## src/inc/ums_map.svh

```systemverilog
// Notes on behaviour
// - Transfers run only while the transmitter is enabled; otherwise no clocking happens.
// - Enabled transmitter takes the serial output pin from its port function.
// - Receiver is optional; when enabled in SPI mode it takes the serial input pin.
// - The transfer clock pin is the serial clock whenever the transmitter runs.
// - Only a data register write starts an exchange, for receive too.
// - Written byte waits in transmit buffer, then moves to free shift register.
// - On receive overflow the newest byte is dropped, older bytes kept.
// - Master SPI operation only when both mode-select bits are one.
// - Frames are eight bits, order set by one shared bit-order setting.
// - Frame, overrun and parity error flags always read zero.
// - Transmitter disable waits until shift register and buffer are empty.
`ifndef UMS_MAP_SVH
`define UMS_MAP_SVH

// ==========================================================================
// Modes and frame format.
`define UMS_MODE_SPI      2'h3
`define UMS_ORDER_LSB     1'h1
`define UMS_FRAME_BITS    8
`define UMS_HALF_LAST     4'hf

// ==========================================================================
// Sizes and reset values.
`define UMS_DIV_W         12
`define UMS_DIV_RESET     12'h000
`define UMS_RX_DEPTH      8
`define UMS_BYTE_RESET    8'h00

`endif

```

## src/inc/ums_pkg.sv

```systemverilog
`include "ums_map.svh"

package ums_pkg;

  // ==========================================================================
  // Control settings as software holds them.
  typedef struct packed {
    logic [1:0] mode_select;
    logic       transmitter_enable;
    logic       receiver_enable;
    logic       bit_order_select;
    logic       clock_phase_select;
    logic       clock_polarity_select;
  } ums_ctrl_t;

  // ==========================================================================
  // Status flags as software reads them.
  typedef struct packed {
    logic receive_complete_flag;
    logic transmit_complete_flag;
    logic data_empty_flag;
    logic frame_error_flag;
    logic overrun_flag;
    logic parity_error_flag;
  } ums_status_t;

  // ==========================================================================
  // Transfer sequencer states.
  typedef enum logic [2:0] {
    UMS_ST_IDLE  = 3'b001,
    UMS_ST_SHIFT = 3'b010,
    UMS_ST_DONE  = 3'b100
  } ums_state_t;

endpackage : ums_pkg

```

## src/core/ums_fifo.sv

```systemverilog
`timescale 1ns/10ps
`include "ums_map.svh"

module ums_fifo #(
  parameter int WIDTH = 8,
  parameter int DEPTH = `UMS_RX_DEPTH
) (
  input  wire logic             mclk_in,
  input  wire logic             resetn_in,
  input  wire logic             flush_in,
  input  wire logic             in_valid_in,
  output logic                  in_ready_out,
  input  wire logic [WIDTH-1:0] in_data_in,
  output logic                  out_valid_out,
  input  wire logic             out_ready_in,
  output logic [WIDTH-1:0]      out_data_out
);

  localparam int AW = (DEPTH > 1) ? $clog2(DEPTH) : 1;

  logic [WIDTH-1:0] mem_q [DEPTH];
  logic [AW-1:0]    wr_ptr_q;
  logic [AW-1:0]    rd_ptr_q;
  logic [AW:0]      count_q;
  logic             push;
  logic             pop;

  assign in_ready_out  = (count_q != (AW+1)'(DEPTH));
  assign out_valid_out = (count_q != '0);
  assign out_data_out  = mem_q[rd_ptr_q];
  assign push          = in_valid_in && in_ready_out && !flush_in;
  assign pop           = out_valid_out && out_ready_in && !flush_in;

  // ==========================================================================
  // Storage has no reset; only the pointers define what is valid.
  always_ff @(posedge mclk_in) begin
    if (push) begin
      mem_q[wr_ptr_q] <= in_data_in;
    end
  end

  // ==========================================================================
  // Pointers and fill level.
  always_ff @(posedge mclk_in or negedge resetn_in) begin
    if (!resetn_in) begin
      wr_ptr_q <= '0;
      rd_ptr_q <= '0;
      count_q  <= '0;
    end else if (flush_in) begin
      wr_ptr_q <= '0;
      rd_ptr_q <= '0;
      count_q  <= '0;
    end else begin
      if (push) begin
        wr_ptr_q <= (wr_ptr_q == AW'(DEPTH - 1)) ? '0 : wr_ptr_q + AW'(1);
      end
      if (pop) begin
        rd_ptr_q <= (rd_ptr_q == AW'(DEPTH - 1)) ? '0 : rd_ptr_q + AW'(1);
      end
      if (push && !pop) begin
        count_q <= count_q + (AW+1)'(1);
      end else if (pop && !push) begin
        count_q <= count_q - (AW+1)'(1);
      end
    end
  end

endmodule : ums_fifo

```

## src/core/ums_baud.sv

```systemverilog
`timescale 1ns/10ps
`include "ums_map.svh"

module ums_baud #(
  parameter int DIV_W = `UMS_DIV_W
) (
  input  wire logic             mclk_in,
  input  wire logic             resetn_in,
  input  wire logic             run_in,
  input  wire logic [DIV_W-1:0] divisor_in,
  output logic                  tick_out
);

  logic [DIV_W-1:0] count_q;

  // ==========================================================================
  // One tick every divisor plus one cycles marks each half period of the
  // transfer clock. Holding the counter at zero while stopped makes the
  // first half period after a start always full length.
  always_ff @(posedge mclk_in or negedge resetn_in) begin
    if (!resetn_in) begin
      count_q  <= '0;
      tick_out <= 1'b0;
    end else if (!run_in) begin
      count_q  <= '0;
      tick_out <= 1'b0;
    end else if (count_q >= divisor_in) begin
      count_q  <= '0;
      tick_out <= 1'b1;
    end else begin
      count_q  <= count_q + DIV_W'(1);
      tick_out <= 1'b0;
    end
  end

endmodule : ums_baud

```

## src/core/ums_spi_master.sv

```systemverilog
`timescale 1ns/10ps
`include "ums_map.svh"

module ums_spi_master
  import ums_pkg::*;
#(
  parameter int DIV_W    = `UMS_DIV_W,
  parameter int RX_DEPTH = `UMS_RX_DEPTH
) (
  input  wire logic             mclk_in,
  input  wire logic             resetn_in,
  input  wire ums_ctrl_t        control_in,
  input  wire logic [DIV_W-1:0] baud_divisor_in,
  input  wire logic             data_wr_in,
  input  wire logic [7:0]       data_wr_byte_in,
  input  wire logic             data_rd_in,
  input  wire logic             tx_complete_clr_in,
  input  wire logic             port_out_value_in,
  input  wire logic             port_out_oe_in,
  input  wire logic             serial_in_pin_in,
  output logic [7:0]            data_rd_byte_out,
  output ums_status_t           status_out,
  output logic                  serial_out_pin_out,
  output logic                  serial_out_pin_oe_out,
  output logic                  transfer_clock_pin_out,
  output logic                  transfer_clock_pin_oe_out,
  output logic                  serial_in_override_out
);

  // ==========================================================================
  // Internal signals.
  ums_state_t  state_q;
  logic        tx_on_q;
  logic        spi_mode;
  logic        run;
  logic [7:0]  txbuf_q;
  logic        txbuf_full_q;
  logic [7:0]  shift_q;
  logic [7:0]  rx_shift_q;
  logic [3:0]  half_q;
  logic        sck_q;
  logic        mosi_q;
  logic        rxc_q;
  logic        txc_q;
  logic        udre_q;
  logic [7:0]  rd_byte_q;
  logic        sin_meta_q;
  logic        sin_sync_q;
  logic        tick;
  logic        leading;
  logic        setup_now;
  logic        sample_now;
  logic        frame_end;
  logic        load_now;
  logic        wr_take;
  logic        rx_push;
  logic        rx_ready;
  logic        rx_valid;
  logic [7:0]  rx_head;
  logic        rx_pop;
  logic        rx_flush;
  logic        lsb_first;

  // ==========================================================================
  // Mode decode and transmitter ownership.
  assign spi_mode  = (control_in.mode_select == `UMS_MODE_SPI);
  assign lsb_first = (control_in.bit_order_select == `UMS_ORDER_LSB);

  // A disable is only honoured once nothing is left to send, so a byte that
  // software has already queued is never cut off mid-frame.
  always_ff @(posedge mclk_in or negedge resetn_in) begin
    if (!resetn_in) begin
      tx_on_q <= 1'b0;
    end else if (control_in.transmitter_enable && spi_mode) begin
      tx_on_q <= 1'b1;
    end else if (state_q == UMS_ST_IDLE && !txbuf_full_q) begin
      tx_on_q <= 1'b0;
    end
  end

  // ==========================================================================
  // Input pin synchroniser.
  always_ff @(posedge mclk_in or negedge resetn_in) begin
    if (!resetn_in) begin
      sin_meta_q <= 1'b0;
      sin_sync_q <= 1'b0;
    end else begin
      sin_meta_q <= serial_in_pin_in;
      sin_sync_q <= sin_meta_q;
    end
  end

  // ==========================================================================
  // Transmit buffer.
  assign wr_take  = data_wr_in && tx_on_q && !txbuf_full_q;
  assign load_now = (state_q == UMS_ST_IDLE) && txbuf_full_q && tx_on_q;

  always_ff @(posedge mclk_in or negedge resetn_in) begin
    if (!resetn_in) begin
      txbuf_q      <= `UMS_BYTE_RESET;
      txbuf_full_q <= 1'b0;
    end else if (wr_take) begin
      txbuf_q      <= data_wr_byte_in;
      txbuf_full_q <= 1'b1;
    end else if (load_now) begin
      txbuf_full_q <= 1'b0;
    end
  end

  // ==========================================================================
  // Baud generator, running only while a frame is in flight.
  assign run = (state_q == UMS_ST_SHIFT);

  ums_baud #(
    .DIV_W (DIV_W)
  ) u_baud (
    .mclk_in    (mclk_in),
    .resetn_in  (resetn_in),
    .run_in     (run),
    .divisor_in (baud_divisor_in),
    .tick_out   (tick)
  );

  // ==========================================================================
  // Edge roles. Even half counts end in a leading edge, odd ones in a
  // trailing edge; phase select swaps which of them sets up and samples.
  assign leading    = !half_q[0];
  assign setup_now  = run && tick && (control_in.clock_phase_select ? leading : (!leading && half_q != `UMS_HALF_LAST));
  assign sample_now = run && tick && (control_in.clock_phase_select ? !leading : leading);
  assign frame_end  = run && tick && (half_q == `UMS_HALF_LAST);

  // ==========================================================================
  // Sequencer.
  always_ff @(posedge mclk_in or negedge resetn_in) begin
    if (!resetn_in) begin
      state_q <= UMS_ST_IDLE;
    end else begin
      unique case (state_q)
        UMS_ST_IDLE: begin
          if (load_now) begin
            state_q <= UMS_ST_SHIFT;
          end
        end
        UMS_ST_SHIFT: begin
          if (frame_end) begin
            state_q <= UMS_ST_DONE;
          end
        end
        UMS_ST_DONE: begin
          state_q <= UMS_ST_IDLE;
        end
        default: begin
          state_q <= UMS_ST_IDLE;
        end
      endcase
    end
  end

  always_ff @(posedge mclk_in or negedge resetn_in) begin
    if (!resetn_in) begin
      half_q <= 4'h0;
    end else if (load_now) begin
      half_q <= 4'h0;
    end else if (run && tick) begin
      half_q <= half_q + 4'h1;
    end
  end

  // ==========================================================================
  // Transfer clock. It rests at the polarity level between frames.
  always_ff @(posedge mclk_in or negedge resetn_in) begin
    if (!resetn_in) begin
      sck_q <= 1'b0;
    end else if (run && tick) begin
      sck_q <= !sck_q;
    end else if (state_q != UMS_ST_SHIFT) begin
      sck_q <= control_in.clock_polarity_select;
    end
  end

  // ==========================================================================
  // Transmit shifter. With phase zero the first bit is set up at load.
  always_ff @(posedge mclk_in or negedge resetn_in) begin
    if (!resetn_in) begin
      shift_q <= `UMS_BYTE_RESET;
      mosi_q  <= 1'b1;
    end else if (load_now) begin
      if (!control_in.clock_phase_select) begin
        mosi_q  <= lsb_first ? txbuf_q[0] : txbuf_q[7];
        shift_q <= lsb_first ? {1'b0, txbuf_q[7:1]} : {txbuf_q[6:0], 1'b0};
      end else begin
        shift_q <= txbuf_q;
      end
    end else if (setup_now) begin
      mosi_q  <= lsb_first ? shift_q[0] : shift_q[7];
      shift_q <= lsb_first ? {1'b0, shift_q[7:1]} : {shift_q[6:0], 1'b0};
    end else if (state_q == UMS_ST_IDLE && !txbuf_full_q) begin
      mosi_q  <= 1'b1;
    end
  end

  // ==========================================================================
  // Receive shifter.
  always_ff @(posedge mclk_in or negedge resetn_in) begin
    if (!resetn_in) begin
      rx_shift_q <= `UMS_BYTE_RESET;
    end else if (sample_now && control_in.receiver_enable) begin
      rx_shift_q <= lsb_first ? {sin_sync_q, rx_shift_q[7:1]} : {rx_shift_q[6:0], sin_sync_q};
    end
  end

  // ==========================================================================
  // Receive buffer. A full buffer refuses the push, so the newest byte is
  // the one lost and the unread bytes stay intact.
  assign rx_push  = (state_q == UMS_ST_DONE) && control_in.receiver_enable && rx_ready;
  assign rx_flush = !control_in.receiver_enable;
  assign rx_pop   = data_rd_in;

  ums_fifo #(
    .WIDTH (8),
    .DEPTH (RX_DEPTH)
  ) u_rx_fifo (
    .mclk_in       (mclk_in),
    .resetn_in     (resetn_in),
    .flush_in      (rx_flush),
    .in_valid_in   (rx_push),
    .in_ready_out  (rx_ready),
    .in_data_in    (rx_shift_q),
    .out_valid_out (rx_valid),
    .out_ready_in  (rx_pop),
    .out_data_out  (rx_head)
  );

  always_ff @(posedge mclk_in or negedge resetn_in) begin
    if (!resetn_in) begin
      rd_byte_q <= `UMS_BYTE_RESET;
    end else if (data_rd_in && rx_valid && !rx_flush) begin
      rd_byte_q <= rx_head;
    end
  end

  // ==========================================================================
  // Status flags. Transmit-complete is set when a frame ends with nothing
  // queued; a set in the same cycle as a clear wins.
  always_ff @(posedge mclk_in or negedge resetn_in) begin
    if (!resetn_in) begin
      txc_q <= 1'b0;
    end else if (state_q == UMS_ST_DONE && !txbuf_full_q) begin
      txc_q <= 1'b1;
    end else if (tx_complete_clr_in) begin
      txc_q <= 1'b0;
    end
  end

  // Receive-complete trails the buffer level by one cycle, which is the
  // price of driving every output from a flip-flop.
  always_ff @(posedge mclk_in or negedge resetn_in) begin
    if (!resetn_in) begin
      rxc_q  <= 1'b0;
      udre_q <= 1'b1;
    end else begin
      rxc_q  <= rx_valid && !rx_flush;
      udre_q <= !txbuf_full_q;
    end
  end

  // ==========================================================================
  // Pin ownership.
  always_ff @(posedge mclk_in or negedge resetn_in) begin
    if (!resetn_in) begin
      serial_out_pin_out        <= 1'b0;
      serial_out_pin_oe_out     <= 1'b0;
      transfer_clock_pin_out    <= 1'b0;
      transfer_clock_pin_oe_out <= 1'b0;
      serial_in_override_out    <= 1'b0;
    end else begin
      serial_out_pin_out        <= tx_on_q ? mosi_q : port_out_value_in;
      serial_out_pin_oe_out     <= tx_on_q ? 1'b1 : port_out_oe_in;
      transfer_clock_pin_out    <= sck_q;
      transfer_clock_pin_oe_out <= tx_on_q;
      serial_in_override_out    <= spi_mode && control_in.receiver_enable;
    end
  end

  // ==========================================================================
  // Outputs.
  assign data_rd_byte_out                  = rd_byte_q;
  assign status_out.receive_complete_flag  = rxc_q;
  assign status_out.transmit_complete_flag = txc_q;
  assign status_out.data_empty_flag        = udre_q;
  assign status_out.frame_error_flag       = 1'b0;
  assign status_out.overrun_flag           = 1'b0;
  assign status_out.parity_error_flag      = 1'b0;

endmodule : ums_spi_master

```

## config.mk

```make
export PLATFORM = sky130hd
export DESIGN_NAME = ums_spi_master
export DESIGN_NICKNAME = d
export VERILOG_FILES = /design/src/inc/ums_pkg.sv /design/src/core/ums_fifo.sv /design/src/core/ums_baud.sv /design/src/core/ums_spi_master.sv
export VERILOG_INCLUDE_DIRS = /design/src /design/src/inc
export SDC_FILE = /design/constraint.sdc
export NUM_CORES = 1
export LEC_CHECK = 0
export ABC_CLOCK_PERIOD_IN_PS = 2600
export BUFFER_PORTS_ARGS = -buffer_cell sky130_fd_sc_hd__buf_4
export CAP_MARGIN = 15
export CORE_MARGIN = 8
export CORE_UTILIZATION = 54
export DETAILED_ROUTE_END_ITERATION = 8
export PLACE_DENSITY = 0.76
export SLEW_MARGIN = 20
export SYNTH_ARGS = -nofsm -noshare
export SYNTH_HDL_FRONTEND = slang
export SYNTH_HIERARCHICAL = 1
export SYNTH_SLANG_ARGS = --single-unit
```

## constraint.sdc

```tcl
create_clock -name mclk_in -period 2.6 [get_ports mclk_in]
set_input_delay 0.39 -clock mclk_in [delete_from_list [all_inputs] [get_ports mclk_in]]
set_output_delay 0.39 -clock mclk_in [all_outputs]
set_load 0.05 [all_outputs]
```

==> flow_summary.json <==
{
  "status": "finished clean",
  "clock_latency_ns": 0.41,
  "power_density_mw_per_mm2": 916,
  "fin_skew_ns": 0.00655,
  "vias": 4060,
  "ys_types": 65,
  "crit_buf_inv": 1,
  "ios": 54,
  "chipHeight_um": 128,
  "ys_seq_elements": 140,
  "ys.flop_type": "dfrtp_1",
  "synth-adder-area-share_pct": 4.02,
  "crit_family": "simple AND/OR/NAND/NOR gates",
  "wirelength_mm": 13.0,
  "grt_first_pass_wirelength_mm": 21.9,
  "cp_slowest_cell": "or4b_4",
  "synth_simple_gate_area_share_pct": 10.7,
  "route.detailed.drc": 0,
  "synth_cells": 492,
  "htreeDepth": 4,
  "cts_tree": "done",
  "ys_warn_count": 6,
  "synth_xor_area_share_pct": 2.22,
  "finalCritPeriodShare_pct": 94.8,
  "grt_antenna_before_repair": 0,
  "synth_area_leaders": "edfxtp_1 29%, dfrtp_1 27%, mux4_2 5.4%",
  "yosysTopAreaCellShare_pct": 28.6,
  "synth-seq-area-share_pct": 57.0,
  "grt.total_usage_pct": 17.2,
  "synth-edff-count": 64,
  "worstPathCellList": "or4b_4 -> buf_4 -> nor3b_4 -> nand2_1 -> ha_1 -> a211o_2 -> o21a_1 -> o211ai_1 -> a31oi_1",
  "syn_area_per_cell_um2": 13.6,
  "n_antenna_cell": 0,
  "startpoint_type": "register",
  "max_freq_mhz": 406,
  "cp-end-kind": "register",
  "overflow": 0,
  "crit_type": "reg -> reg",
  "ant_nets": 0,
  "first_iter_violations": 277,
  "wl_per_cell_um": 17.6,
  "min_path_type": "in -> reg",
  "clock_sinks": 140,
  "fin_crit_ns": 2.47,
  "row_count": 40,
  "cts_buffer_depth": 2,
  "synth_most_common_cell": "dfrtp_1",
  "critPathMaxFanout": 4,
  "max_stage_delay_ns": 0.55,
  "core_area_mm2": 0.0121,
  "synth_top_family_by_area": "multiplexers",
  "clk_pin_slew_worst_paths_ns": 0.05,
  "netlist_area_mm2": 0.00672,
  "grt_max_degree": 47,
  "drive_gt1_share_pct": 31.2,
  "root_buffer": "clkbuf_16",
  "cp.arrival_ns": 2.75,
  "fill_cells": 884,
  "start_util_pct": 55.7,
  "dp_hpwl_mm": 9.07,
  "grt_pass1_vias": 4255,
  "maxCapViolCount": 0,
  "viasPerCell": 5.52,
  "synthMuxAreaShare_pct": 15.1,
  "areaGrowthSynthToFinish_pct": 17.3,
  "die_area_mm2": 0.0163,
  "gp_congestion": 0.774,
  "placed_cell_area_mm2": 0.00729,
  "slew_violations": 0,
  "die_width_um": 128,
  "firstDrtPassIters": 4,
  "ir_drop_mv": 0.636,
  "nNetsFinal": 611,
  "io_buffers": 50,
  "grt_setup_unrepaired": "false",
  "synth_commonest_cells": "73 x dfrtp_1, 64 x edfxtp_1, 33 x nor2_1",
  "synth_compound_area_share_pct": 7.10,
  "worstMarginPinSlew_ns": 1.00,
  "required_ns": 2.89,
  "cts_buffers": 17,
  "async_flop_share_pct": 54.3,
  "hold_viol": 0,
  "design_area_mm2": 0.00788,
  "p_leak_nw": 3.04,
  "yosysTopAreaCell": "edfxtp_1",
  "slew_headroom_pct": 32.7,
  "final_util_pct": 65.3,
  "setup_violations": 0
}
metrics by stage:
step	power (mW)	instances	hold slack, ns	setup slack [ns]	TNS (ns)
finish	7.22	736	0.0820	0.134	0
global route	7.58	736	0.0636	0.00809	0
CTS	7.28	735	0.0603	0.0623	0
detailed placement	4.98	702	0.351	0.102	0
global placement	4.92	702	0.337	0.142	0
floorplan	4.42	494	0.0944	-0.0191	-0.0191
cell usage in the layout (no fill, tap or decap), types with 4 or more instances in the layout:
master / Yosys / routed
nand2b_1: 4 / 4
buf_4: 9 / 66
a21oi_1: 26 / 26
mux2_4: 6 / 6
clkinv_2: 0 / 4
nor3_1: 9 / 8
mux2i_1: 27 / 27
nand3_1: 9 / 9
nand2_1: 22 / 22
xnor2_1: 14 / 14
nand4_1: 9 / 9
clkbuf_16: 0 / 17
ha_1: 20 / 20
o21ai_0: 9 / 9
inv_1: 26 / 25
mux4_2: 16 / 16
mux2_2: 26 / 26
clkinv_4: 0 / 4
edfxtp_1: 64 / 64
dfrtp_1: 73 / 72
nor3_2: 9 / 10
nor2_1: 33 / 33
o2111a_1: 6 / 6
worst paths after layout:
| check | startpoint | end | slack [ns] | cells past startpoint |
|---|---|---|---|---|
| max reg2reg | u_rx_fifo/count_q[2] | u_rx_fifo/count_q[3] | 0.13 | 9 |
| min in group asynchronous | resetn_in | data_rd_byte_out[6] | 0.54 | 2 |
| max in group asynchronous | resetn_in | mosi_q | 1.40 | 3 |
| min | serial_in_pin_in | sin_meta_q | 0.08 | 1 |
| max | u_rx_fifo/count_q[2] | u_rx_fifo/count_q[3] | 0.13 | 9 |
| min reg2reg | sin_meta_q | sin_sync_q | 0.35 | 0 |
where the power goes:
| group | total (mW) | switching [mW] | internal, mW |
|---|---|---|---|
| sequential | 2.86 | 0.240 | 2.62 |
| clock | 2.27 | 0.874 | 1.40 |
| combinational | 2.09 | 1.14 | 0.942 |
| total | 7.22 | 2.26 | 4.96 |
layer usage:
| layer | global-route usage, % | vias to the layer above | routed length [um] | part of all wire [%] |
|---|---|---|---|---|
| met5 | 0 | - | 0 | 0 |
| met4 | 5.04 | 0 | 96 | 0.74 |
| met3 | 4.87 | 10 | 468 | 3.6 |
| met2 | 28.2 | 75 | 6590 | 51 |
| met1 | 21.7 | 2033 | 5820 | 45 |
| li1 | - | 1942 | - | - |
flip-flops by register name, indices dropped and copies added, names as in the netlist, 3 cells and up:
name / count
u_rx_fifo/mem_q: 64
u_baud/count_q: 12
data_rd_byte_out: 8
rx_shift_q: 8
shift_q: 8
txbuf_q: 8
half_q: 4
u_rx_fifo/count_q: 4
state_q: 3
u_rx_fifo/rd_ptr_q: 3
u_rx_fifo/wr_ptr_q: 3
logic make-up (layout without fill, tap and decap cells):
| family | after synthesis | after routing |
|---|---|---|
| simple gates | 124 | 124 |
| fa+ha+maj | 21 | 21 |
| compound gates | 62 | 62 |
| mux | 75 | 75 |
| xor+xnor | 17 | 17 |
| other cells | 1 | 3 |
| flops | 140 | 140 |
| buf+inv | 52 | 126 |
layout make-up:
| class | count | area, um^2 | share of cell area (%) |
|---|---|---|---|
| clock inverter | 13 | 126 | 1.60 |
| tap | 168 | 210 | 2.67 |
| clock buffer | 19 | 433 | 5.50 |
| timing repair buffer | 68 | 526 | 6.67 |
| multi-input combinational | 302 | 2650 | 33.7 |
| inverter | 26 | 100 | 1.27 |
| sequential | 140 | 3830 | 48.6 |
what timing repair did:
item | 4_1_cts | 5_1_grt
setup endpoints to repair | 0 | 9
endpoints found under the hold margin | 12 | 0
buffers inserted | 0 | 1
hold buffers | 1 | 0
resized for setup | 0 | 3
(Power assumes the default switching activity.)
